## config.mk

```make
export PLATFORM = sky130hd
export DESIGN_NAME = mpcr_router
export DESIGN_NICKNAME = d
export VERILOG_FILES = /design/src/mpcr_pkg.sv /design/src/mpcr_router.sv
export VERILOG_INCLUDE_DIRS = /design/src
export SDC_FILE = /design/constraint.sdc
export NUM_CORES = 2
export LEC_CHECK = 0
export BUFFER_PORTS_ARGS = -buffer_cell sky130_fd_sc_hd__buf_4
export CORE_UTILIZATION = 28
export CTS_BUF_LIST = sky130_fd_sc_hd__clkbuf_4 sky130_fd_sc_hd__clkbuf_8 sky130_fd_sc_hd__clkbuf_16
export CTS_CLUSTER_DIAMETER = 200
export DETAILED_ROUTE_END_ITERATION = 10
export HOLD_SLACK_MARGIN = 0.03
export MAX_ROUTING_LAYER = met4
export SETUP_SLACK_MARGIN = 0.15
export SYNTH_ARGS = -nofsm -noshare
export SYNTH_HDL_FRONTEND = slang
export SYNTH_HIERARCHICAL = 1
export SYNTH_SLANG_ARGS = --single-unit
export TNS_END_PERCENT = 5
```

## constraint.sdc

```tcl
create_clock -name clk -period 3.8 [get_ports clk]
set_input_delay 0.57 -clock clk [delete_from_list [all_inputs] [get_ports clk]]
set_output_delay 0.57 -clock clk [all_outputs]
set_load 0.05 [all_outputs]
```

## src/mpcr_defines.svh

```systemverilog
// Constants for the program change router: identifier, sizes, codes, limits, reset values.
// Assumes every file that needs it includes it; the guard stops repeats.
`ifndef MPCR_DEFINES_SVH
`define MPCR_DEFINES_SVH
// Arbitrary neutral manufacturer identifier for system exclusive
`define MPCR_SYSEX_ID 24'h5A5A5A
`define MPCR_SRC_N 3
`define MPCR_EXT_N 12
`define MPCR_MAP_N 128
`define MPCR_FIFO_W 8
`define MPCR_FIFO_D 16
`define MPCR_PC_NIBBLE 4'hC
`define MPCR_RT_FIRST 8'hF8
`define MPCR_MAP_LIMIT 9'h080
`define MPCR_EXT_FULL 7'h7F
`define MPCR_EXT_ZERO 7'h00
`define MPCR_STAT_RST 8'h00
`endif

```

## src/mpcr_pkg.sv

```systemverilog
// Types shared by the router: modes, message kinds and sequencer states.
// Assumes mpcr_defines.svh sits in the same folder.
`include "mpcr_defines.svh"
package mpcr_pkg;
   typedef enum logic [1:0] {
      MPCR_LIVE_NONE = 2'b00,
      MPCR_LIVE_ALL = 2'b01,
      MPCR_LIVE_TUNER = 2'b10,
      MPCR_LIVE_TEMPO = 2'b11
   } mpcr_live_type;
   typedef enum logic [1:0] {
      MPCR_KIND_OTHER = 2'b00,
      MPCR_KIND_TUNER = 2'b01,
      MPCR_KIND_TEMPO = 2'b10
   } mpcr_kind_type;
   typedef enum logic [1:0] {
      MPCR_PC_IDLE = 2'b00,
      MPCR_PC_LOOK = 2'b01,
      MPCR_PC_ISSUE = 2'b10
   } mpcr_pc_state_type;
endpackage

```

## src/mpcr_router.sv

```systemverilog
// MIDI program change router with serial, foot controller and USB ports.
// Assumes byte streams on clk with valid/ready; fw_update is synchronous.
`timescale 1ns/1ps
`include "mpcr_defines.svh"

module mpcr_fifo #(
   parameter int W = `MPCR_FIFO_W,
   parameter int D = `MPCR_FIFO_D
) (
   input wire logic clk,
   input wire logic rst_b,
   input wire logic in_valid,
   output logic in_ready,
   input wire logic [W-1:0] in_data,
   output logic out_valid,
   input wire logic out_ready,
   output logic [W-1:0] out_data
);
   localparam int AW = $clog2(D);
   logic [W-1:0] mem_ff [D];
   logic [W-1:0] nxt_mem [D];
   logic [AW-1:0] wp_ff, nxt_wp, rp_ff, nxt_rp;
   logic [AW:0] cnt_ff, nxt_cnt;
   logic push, pop;
   assign in_ready = (cnt_ff != D[AW:0]);
   assign out_valid = (cnt_ff != '0);
   assign out_data = mem_ff[rp_ff];
   always_comb begin
      push = in_valid && in_ready;
      pop = out_valid && out_ready;
      nxt_mem = mem_ff;
      nxt_wp = wp_ff;
      nxt_rp = rp_ff;
      if (push) begin
         nxt_mem[wp_ff] = in_data;
         nxt_wp = wp_ff + 1'b1;
      end
      if (pop) begin
         nxt_rp = rp_ff + 1'b1;
      end
      nxt_cnt = cnt_ff + {{AW{1'b0}}, push} - {{AW{1'b0}}, pop};
   end
   always_ff @(posedge clk) begin
      mem_ff <= nxt_mem;
      if (!rst_b) begin
         wp_ff <= '0;
         rp_ff <= '0;
         cnt_ff <= '0;
      end else begin
         wp_ff <= nxt_wp;
         rp_ff <= nxt_rp;
         cnt_ff <= nxt_cnt;
      end
   end
endmodule // mpcr_fifo

// Overview of operation
// - Act on program changes only on the set channel, or on all with any_channel.
// - Echo merge copies serial input to serial output, off during update.
// - Program change enable decides whether program changes act or vanish.
// - Without remapping the loaded preset equals the offset program number.
// - Custom remapping translates 0-127 through a table to preset and scene.
// - Discard off keeps scene edits until a preset load or reload.
// - Discard on drops unsaved edits whenever the scene switches.
// - A fixed read-only manufacturer identifier is exposed.
// - Display numbering base only shifts shown numbers, never selection.
// - Suppress off reloads the current preset and drops unsaved edits.
// - Suppress on drops a program change naming the current preset and scene; a differing remapped scene still loads.
// - Live status select passes none, all, tuner or tempo messages.
// - Bridge off processes every input locally with no forwarding.
// - Bridge on relays serial and foot controller input to USB.
// - Bridge on sends USB input to serial and foot controller outputs.
// - Bridge and echo are independent; serial output merges four sources.
// - Bridge forwarding is forced off during a firmware update.
// - Add the bank value 0-255 to each program number first.
// - Each of 12 controllers holds its 0 or 100 percent default until data.
module mpcr_router (
   input wire logic clk,
   input wire logic rst_b,
   input wire logic [3:0] rx_channel,
   input wire logic any_channel,
   input wire logic input_echo_merge,
   input wire logic fw_update,
   input wire logic pc_enable,
   input wire logic pc_remap_select,
   input wire logic [7:0] pc_bank_add,
   input wire logic repeat_pc_suppress,
   input wire logic scene_edit_discard,
   input wire logic display_numbering_base,
   input wire mpcr_pkg::mpcr_live_type live_status_msg_select,
   input wire logic host_bridge_forwarding,
   input wire logic remap_wr_en,
   input wire logic [6:0] remap_wr_from,
   input wire logic [8:0] remap_target_preset,
   input wire logic [2:0] remap_target_scene,
   input wire logic ser_in_valid,
   output logic ser_in_ready,
   input wire logic [7:0] ser_in_data,
   input wire logic fc_in_valid,
   output logic fc_in_ready,
   input wire logic [7:0] fc_in_data,
   input wire logic usb_in_valid,
   output logic usb_in_ready,
   input wire logic [7:0] usb_in_data,
   input wire logic int_valid,
   output logic int_ready,
   input wire logic [7:0] int_data,
   input wire mpcr_pkg::mpcr_kind_type int_kind,
   output logic ser_out_valid,
   input wire logic ser_out_ready,
   output logic [7:0] ser_out_data,
   output logic fc_out_valid,
   input wire logic fc_out_ready,
   output logic [7:0] fc_out_data,
   output logic usb_out_valid,
   input wire logic usb_out_ready,
   output logic [7:0] usb_out_data,
   output logic preset_load,
   output logic scene_load,
   output logic [8:0] load_preset,
   output logic [2:0] load_scene,
   output logic scene_edits_drop,
   input wire logic edit_made,
   output logic edits_pending,
   output logic [23:0] sysex_mfr_id,
   output logic [9:0] display_preset,
   input wire logic ext_wr_en,
   input wire logic [3:0] ext_wr_idx,
   input wire logic [6:0] ext_wr_val,
   input wire logic [11:0] ext_default_full,
   output logic [83:0] ext_value
);
   import mpcr_pkg::*;

   localparam int N = `MPCR_SRC_N;
   logic [N-1:0] vin, rdy, acc, need_u, need_f, need_c, ugnt, fgnt, fok;
   logic [8*N-1:0] din;
   logic [N-1:0] pend, clr;
   logic [7*N-1:0] pnum;
   logic echo_on, bridge_on, int_pass, fgi, blocked, f_ready, f_valid;
   logic [7:0] f_data;
   logic u_free, c_free;
   logic uv_ff, nxt_uv, cv_ff, nxt_cv;
   logic [7:0] ud_ff, nxt_ud, cd_ff, nxt_cd;

   assign vin = {usb_in_valid, fc_in_valid, ser_in_valid};
   assign din = {usb_in_data, fc_in_data, ser_in_data};
   assign ser_in_ready = rdy[0];
   assign fc_in_ready = rdy[1];
   assign usb_in_ready = rdy[2];
   assign acc = vin & rdy;
   assign sysex_mfr_id = `MPCR_SYSEX_ID;
   assign u_free = !uv_ff || usb_out_ready;
   assign c_free = !cv_ff || fc_out_ready;
   assign usb_out_valid = uv_ff;
   assign usb_out_data = ud_ff;
   assign fc_out_valid = cv_ff;
   assign fc_out_data = cd_ff;

   // Routing grants; a source is taken only when every target can take it
   always_comb begin
      echo_on = input_echo_merge && !fw_update;
      bridge_on = host_bridge_forwarding && !fw_update;
      need_u = {1'b0, bridge_on, bridge_on};
      need_c = {bridge_on, 2'b00};
      need_f = {bridge_on, echo_on, echo_on};
      ugnt = '0;
      ugnt[0] = vin[0] && need_u[0] && u_free;
      ugnt[1] = vin[1] && need_u[1] && u_free && !ugnt[0];
      case (live_status_msg_select)
         MPCR_LIVE_NONE: int_pass = (int_kind == MPCR_KIND_OTHER);
         MPCR_LIVE_TUNER: int_pass = (int_kind != MPCR_KIND_TEMPO);
         MPCR_LIVE_TEMPO: int_pass = (int_kind != MPCR_KIND_TUNER);
         default: int_pass = 1'b1;
      endcase
      fgi = int_valid && int_pass && f_ready;
      int_ready = int_pass ? f_ready : 1'b1;
      blocked = int_valid && int_pass;
      fgnt = '0;
      for (int i = 0; i < N; i++) begin
         fok[i] = (!need_u[i] || ugnt[i]) && (!need_c[i] || c_free);
         if (vin[i] && need_f[i] && fok[i]) begin
            fgnt[i] = f_ready && !blocked;
            blocked = 1'b1;
         end
         rdy[i] = fok[i] && (!need_f[i] || fgnt[i]);
      end
      f_valid = fgi || (|fgnt);
      if (fgi) begin
         f_data = int_data;
      end else if (fgnt[0]) begin
         f_data = din[7:0];
      end else if (fgnt[1]) begin
         f_data = din[15:8];
      end else begin
         f_data = din[23:16];
      end
   end

   always_comb begin
      nxt_uv = uv_ff && !usb_out_ready;
      nxt_ud = ud_ff;
      nxt_cv = cv_ff && !fc_out_ready;
      nxt_cd = cd_ff;
      if (acc[0] && need_u[0]) begin
         nxt_uv = 1'b1;
         nxt_ud = din[7:0];
      end else if (acc[1] && need_u[1]) begin
         nxt_uv = 1'b1;
         nxt_ud = din[15:8];
      end
      if (acc[2] && need_c[2]) begin
         nxt_cv = 1'b1;
         nxt_cd = din[23:16];
      end
   end
   always_ff @(posedge clk) begin
      if (!rst_b) begin
         uv_ff <= 1'b0;
         ud_ff <= 8'h00;
         cv_ff <= 1'b0;
         cd_ff <= 8'h00;
      end else begin
         uv_ff <= nxt_uv;
         ud_ff <= nxt_ud;
         cv_ff <= nxt_cv;
         cd_ff <= nxt_cd;
      end
   end

   // Serial output merge; bytes interleave, so sources must not overlap
   // multi-byte messages if the far end needs them whole
   mpcr_fifo #(.W(`MPCR_FIFO_W), .D(`MPCR_FIFO_D)) u_fifo (
      .clk(clk),
      .rst_b(rst_b),
      .in_valid(f_valid),
      .in_ready(f_ready),
      .in_data(f_data),
      .out_valid(ser_out_valid),
      .out_ready(ser_out_ready),
      .out_data(ser_out_data)
   );

   // Per-source parser with running status; serial, foot controller and USB sources are processed, internal is not
   genvar g;
   for (g = 0; g < N; g++) begin : g_parse
      logic [7:0] st_ff, nxt_st, b;
      logic pd_ff, nxt_pd, hit;
      logic [6:0] pn_ff, nxt_pn;
      always_comb begin
         b = din[8*g +: 8];
         nxt_st = st_ff;
         hit = acc[g] && !b[7] && (st_ff[7:4] == `MPCR_PC_NIBBLE)
            && (any_channel || st_ff[3:0] == rx_channel)
            && pc_enable;
         if (acc[g] && b[7] && b < `MPCR_RT_FIRST) begin
            nxt_st = b;
         end
         // A new event in the clearing cycle survives
         nxt_pd = hit || (pd_ff && !clr[g]);
         nxt_pn = hit ? b[6:0] : pn_ff;
      end
      always_ff @(posedge clk) begin
         if (!rst_b) begin
            st_ff <= `MPCR_STAT_RST;
            pd_ff <= 1'b0;
            pn_ff <= 7'h00;
         end else begin
            st_ff <= nxt_st;
            pd_ff <= nxt_pd;
            pn_ff <= nxt_pn;
         end
      end
      assign pend[g] = pd_ff;
      assign pnum[7*g +: 7] = pn_ff;
   end

   // Remap table
   logic [8:0] mp_ff [`MPCR_MAP_N];
   logic [2:0] ms_ff [`MPCR_MAP_N];
   always_ff @(posedge clk) begin
      if (!rst_b) begin
         for (int i = 0; i < `MPCR_MAP_N; i++) begin
            mp_ff[i] <= 9'(i);
            ms_ff[i] <= 3'h0;
         end
      end else if (remap_wr_en) begin
         mp_ff[remap_wr_from] <= remap_target_preset;
         ms_ff[remap_wr_from] <= remap_target_scene;
      end
   end

   // Program change sequencer
   mpcr_pc_state_type st_ff, nxt_st;
   logic [8:0] num_ff, nxt_num, tgt_ff, nxt_tgt, cur_ff, nxt_cur;
   logic [2:0] tsc_ff, nxt_tsc, csc_ff, nxt_csc;
   logic tsv_ff, nxt_tsv, ld_ff, nxt_ld, same, scene_diff;
   logic pl_ff, nxt_pl, sl_ff, nxt_sl, dr_ff, nxt_dr, ep_ff, nxt_ep;
   logic [6:0] sel_num;
   always_comb begin
      nxt_st = st_ff;
      nxt_num = num_ff;
      nxt_tgt = tgt_ff;
      nxt_tsc = tsc_ff;
      nxt_tsv = tsv_ff;
      nxt_cur = cur_ff;
      nxt_csc = csc_ff;
      nxt_ld = ld_ff;
      nxt_pl = 1'b0;
      nxt_sl = 1'b0;
      nxt_dr = 1'b0;
      clr = '0;
      same = ld_ff && (tgt_ff == cur_ff);
      scene_diff = tsv_ff && (tsc_ff != csc_ff);
      sel_num = pend[0] ? pnum[6:0] : (pend[1] ? pnum[13:7] : pnum[20:14]);
      case (st_ff)
         MPCR_PC_IDLE: begin
            if (|pend) begin
               clr = pend[0] ? 3'b001 : (pend[1] ? 3'b010 : 3'b100);
               nxt_num = {2'b00, sel_num} + {1'b0, pc_bank_add};
               nxt_st = MPCR_PC_LOOK;
            end
         end
         MPCR_PC_LOOK: begin
            if (pc_remap_select && num_ff < `MPCR_MAP_LIMIT) begin
               nxt_tgt = mp_ff[num_ff[6:0]];
               nxt_tsc = ms_ff[num_ff[6:0]];
               nxt_tsv = 1'b1;
            end else begin
               nxt_tgt = num_ff;
               nxt_tsv = 1'b0;
            end
            nxt_st = MPCR_PC_ISSUE;
         end
         MPCR_PC_ISSUE: begin
            nxt_st = MPCR_PC_IDLE;
            if (!(same && repeat_pc_suppress)) begin
               nxt_pl = 1'b1;
               nxt_sl = tsv_ff;
               nxt_cur = tgt_ff;
               nxt_csc = tsv_ff ? tsc_ff : 3'h0;
               nxt_ld = 1'b1;
            end else if (scene_diff) begin
               // Same preset, other scene: only the scene moves
               nxt_sl = 1'b1;
               nxt_csc = tsc_ff;
               nxt_dr = scene_edit_discard;
            end
         end
         default: nxt_st = MPCR_PC_IDLE;
      endcase
      // Edits clear only on a load or a discarding scene switch
      nxt_ep = edit_made || (ep_ff && !(pl_ff || dr_ff));
   end
   always_ff @(posedge clk) begin
      if (!rst_b) begin
         st_ff <= MPCR_PC_IDLE;
         num_ff <= 9'h000;
         tgt_ff <= 9'h000;
         tsc_ff <= 3'h0;
         tsv_ff <= 1'b0;
         cur_ff <= 9'h000;
         csc_ff <= 3'h0;
         ld_ff <= 1'b0;
         pl_ff <= 1'b0;
         sl_ff <= 1'b0;
         dr_ff <= 1'b0;
         ep_ff <= 1'b0;
      end else begin
         st_ff <= nxt_st;
         num_ff <= nxt_num;
         tgt_ff <= nxt_tgt;
         tsc_ff <= nxt_tsc;
         tsv_ff <= nxt_tsv;
         cur_ff <= nxt_cur;
         csc_ff <= nxt_csc;
         ld_ff <= nxt_ld;
         pl_ff <= nxt_pl;
         sl_ff <= nxt_sl;
         dr_ff <= nxt_dr;
         ep_ff <= nxt_ep;
      end
   end
   assign preset_load = pl_ff;
   assign scene_load = sl_ff;
   assign load_preset = cur_ff;
   assign load_scene = csc_ff;
   assign scene_edits_drop = dr_ff;
   assign edits_pending = ep_ff;
   assign display_preset = {1'b0, cur_ff}
      + {9'h000, display_numbering_base};

   // External controller values
   for (g = 0; g < `MPCR_EXT_N; g++) begin : g_ext
      logic rc_ff, nxt_rc;
      logic [6:0] ev_ff, nxt_ev;
      always_comb begin
         nxt_rc = rc_ff;
         nxt_ev = ev_ff;
         if (ext_wr_en && ext_wr_idx == 4'(g)) begin
            nxt_rc = 1'b1;
            nxt_ev = ext_wr_val;
         end
      end
      always_ff @(posedge clk) begin
         if (!rst_b) begin
            rc_ff <= 1'b0;
            ev_ff <= `MPCR_EXT_ZERO;
         end else begin
            rc_ff <= nxt_rc;
            ev_ff <= nxt_ev;
         end
      end
      assign ext_value[7*g +: 7] = rc_ff ? ev_ff : (ext_default_full[g]
         ? `MPCR_EXT_FULL : `MPCR_EXT_ZERO);
   end
endmodule // mpcr_router

```

==> impl_results.md <==
* Status: finished clean
* M1 GR Usage at 22.7%
* Die area at 0.310 mm2
* Post-Syn Area per Cell at 14.3 um2
* Hold WC Path Type: primary input to flip-flop
* Leakage at 0.0337 uW
* Sequential share of the synthesized area at 63.2%
* I/O pin total at 276
* Final worst path period need at 3.44 ns
* Unrepaired setup endpoints after global routing: no
* Vias in the first global route at 52,400
* Clock-pin slew on the worst setup and hold paths at 0.06 ns
* Area delta synth->final at 17.1%
* Die width at 556 um
* Post-Syn Area at 0.0861 mm2
* Post-route antenna net violation count at 0
* Clock root cell: clkbuf_16
* Std-Cell Rows at 203
* Minimum hold slack at 0.101 ns
* Gp weighted congestion at 0.913
* Sink Count at 1,887
* Total Routing Usage GR at 17.4%
* Worst path cell trace: buf_12 > mux4_1 > a22oi_1 > nand2_1 > buf_4
* Share of post-route cells with drive strength above 1 at 22.6%
* Busiest layer in global routing: met2
* Type of origin of the critical path: flip-flop
* Met2 GRT Util at 27.3%
* Setup violators final at 0
* Final Hold Vio Count at 0
* Max rail drop VDD at 0.450 mV
* Worst Tran Pin Value at 1.23 ns
* Kind of critical path: flip-flop to primary output
* Routed WL per cell at 25.1 um
* Final worst path period share at 90.6%
* CTS Buffer Depth at 3
* Via-per-instance ratio at 5.03
* Max_slew headroom at 17.7%
* Cells after Synth at 6,023
* Synth Register Bits at 1,887
* Detailed Route Iter0 Violations at 6,988
* Detail Placement HPWL at 179,000 um
* PortBufs at 251
* CP max FO at 19
* FILL cells at 29,800
* Buf+Inv Stages, Crit Path at 2
* Fraction of registers with async set or reset after synthesis at 0%
* Crit-path max cell delay at 0.57 ns
* Maxcap violations at 0
* Delay-heaviest family, CP: flip-flops
* Fin. max-slew vios at 0
* Endpoint class of the critical path: primary output
* Starting Density at 28.1%
* First-pass GRT wire length at 382,000 um
* Final wirelength at 267,000 um
* Fmax at 291 MHz
* Met3 usage at 3.18%
* Final Skew at 0.0884 ns
* PnR worst setup slack at 0.358 ns
* Core ar. at 0.306 mm2
* NumNets Final at 6,460
* Distinct cells, synth at 82
* WP data required at 3.23 ns
* EDFF count, synth at 1,664
* Pwr Density at 471 mW/mm2
* Setup Fix Bufs, Post-CTS at 0
* Largest net degree at the start of global routing at 168
* Most common flop cell mapped by yosys: edfxtp_1
* Area share of the largest cell type after synthesis at 58.0%
* CTS Buf Count at 199
* Initial DRT Pass Iterations at 6
* Initial antenna violation count at 23
* Crit path max-delay cell type: dfxtp_4
* Synth warn at 6
* Worst EP arrival at 2.87 ns
* Synth area leaders: edfxtp_1 58%, mux4_2 12%, and2_1 8.1%, dfxtp_1 5.2%, or3_1 3.3%
* DRC at 0
* Vias at 53,300
* Synth area leader: edfxtp_1
* Dpl ws at 0.151 ns
* Total grt overflow at 0
* H-tree lvl count at 4
* Chip Height at 556 um
* CTS tree: built
* Worst-Skew Late Latency at 0.89 ns
[area by class of cell]
cell class              count  area (um2)  area share, %
multi-input cells        3569       29200           29.0
clock buffers             259        5500           5.45
well taps                4100        5130           5.09
clock inverters           108        1090           1.08
inverters                  29         114          0.113
diodes                     14        35.0         0.0348
repair buffers            641        5260           5.21
flip-flops and latches   1887       54500           54.0
[what timing repair did]
action / in CTS / in global routing
setup endpoints to repair: 8 / 0
hold endpoints to repair: 38 / 0
hold buffers: 26 / 0
gates resized for setup: 1 / 0
[state kept, by name, indices dropped and copies added (netlist names), 2 cells and up, named ones only]
signal         flops
u_fifo/cnt_ff      5
u_fifo/rp_ff       4
tsc_ff             3
g_parse.pd_ff      3
u_fifo/wp_ff       4
u_fifo/mem_ff    128
usb_out_data       8
load_scene         3
fc_out_data        8
tgt_ff             9
load_preset        9
ms_ff            384
st_ff              2
g_ext.rc_ff       12
g_ext.ev_ff       84
g_parse.pn_ff     21
num_ff             9
mp_ff           1152
g_parse.st_ff     24
[layout by cell type (no fill, tap or decap), types with 26 or more instances in the layout]
cell and count:
mux2_2 26, dfxtp_1 211, o21ai_0 45, nor2b_1 27
nor3_1 34, and2_1 1110, buf_4 584, clkbuf_4 49
clkinv_1 37, mux4_2 444, inv_1 26, or3_1 455
mux2i_1 202, a21oi_1 53, a22oi_1 54, edfxtp_1 1664
xnor2_1 26, clkinv_2 33, nand3_1 37, dlygate4sd3_1 26
nor2_1 340, o21ai_1 127, nand2_1 297, clkbuf_16 199
buf_12 30
[where the power goes]
group          internal [uW]  switching [uW]
sequential             23600             366
combinational           1390            2640
clock                  10900            8600
[worst paths after layout]
path | startpoint | end | slack, ns | cells past startpoint
max | u_fifo/rp_ff[0] | ser_out_data[3] | 0.36 | 5
min | rst_b | st_ff[1] | 0.10 | 3
max reg2reg | flip-flop | tgt_ff[7] | 0.39 | 7
min reg2reg | g_parse[0].st_ff[7] | g_parse[0].st_ff[7] | 0.46 | 1
[cell usage after synthesis, types with 16 or more instances]
cell and count:
nand2b_1 26, nor3_1 34, o21ai_0 173, buf_1 20
xnor2_1 26, edfxtp_1 1664, mux2_2 26, mux2i_1 202
dfxtp_1 223, inv_1 28, or3_1 455, nand3_1 39
clkbuf_1 431, and2_1 1110, a21oi_1 54, buf_4 48
a22oi_1 54, buf_2 49, ha_1 20, nor2b_1 27
xor2_1 16, mux4_2 444, nand2_1 297, a211oi_1 20
nor2_1 341
[metal layers]
layer | vias up | part of all wire (%)
met5 | - | 0
met4 | 0 | 3.1
met3 | 392 | 9.0
met2 | 2470 | 47
met1 | 27500 | 41
li1 | 23000 | -
[cell families after synthesis]
logic type	count (synthesis)	share of synthesized area [%]
buf+inv	589	2.96
xor+xnor	42	0.427
simple gates	2391	15.5
fa+ha+maj	22	0.337
flops	1887	63.2
compound gates	417	3.21
other cells	2	0.00872
mux	673	14.3
[tightest hold or removal path, delay by kind of cell]
family	cells	cell delay, ns
and+or+nand+nor	1	0.08
buffers and inverters	2	0.27
[per-stage QoR]
step | instances | power (uW) | utilization [%] | cell area (um2) | setup TNS, ns
final | 10600 | 47500 | 33.0 | 101000 | 0
after global placement | 10200 | 28300 | 30.7 | 93900 | -0.00652
after global routing | 10600 | 48800 | 33.0 | 101000 | 0
after detailed placement | 10200 | 28400 | 30.7 | 93900 | 0
after CTS | 10600 | 47800 | 33.0 | 101000 | 0
after floorplan | 6045 | 26700 | - | 86200 | 0
Note: power is estimated with default switching activity, not from simulation.
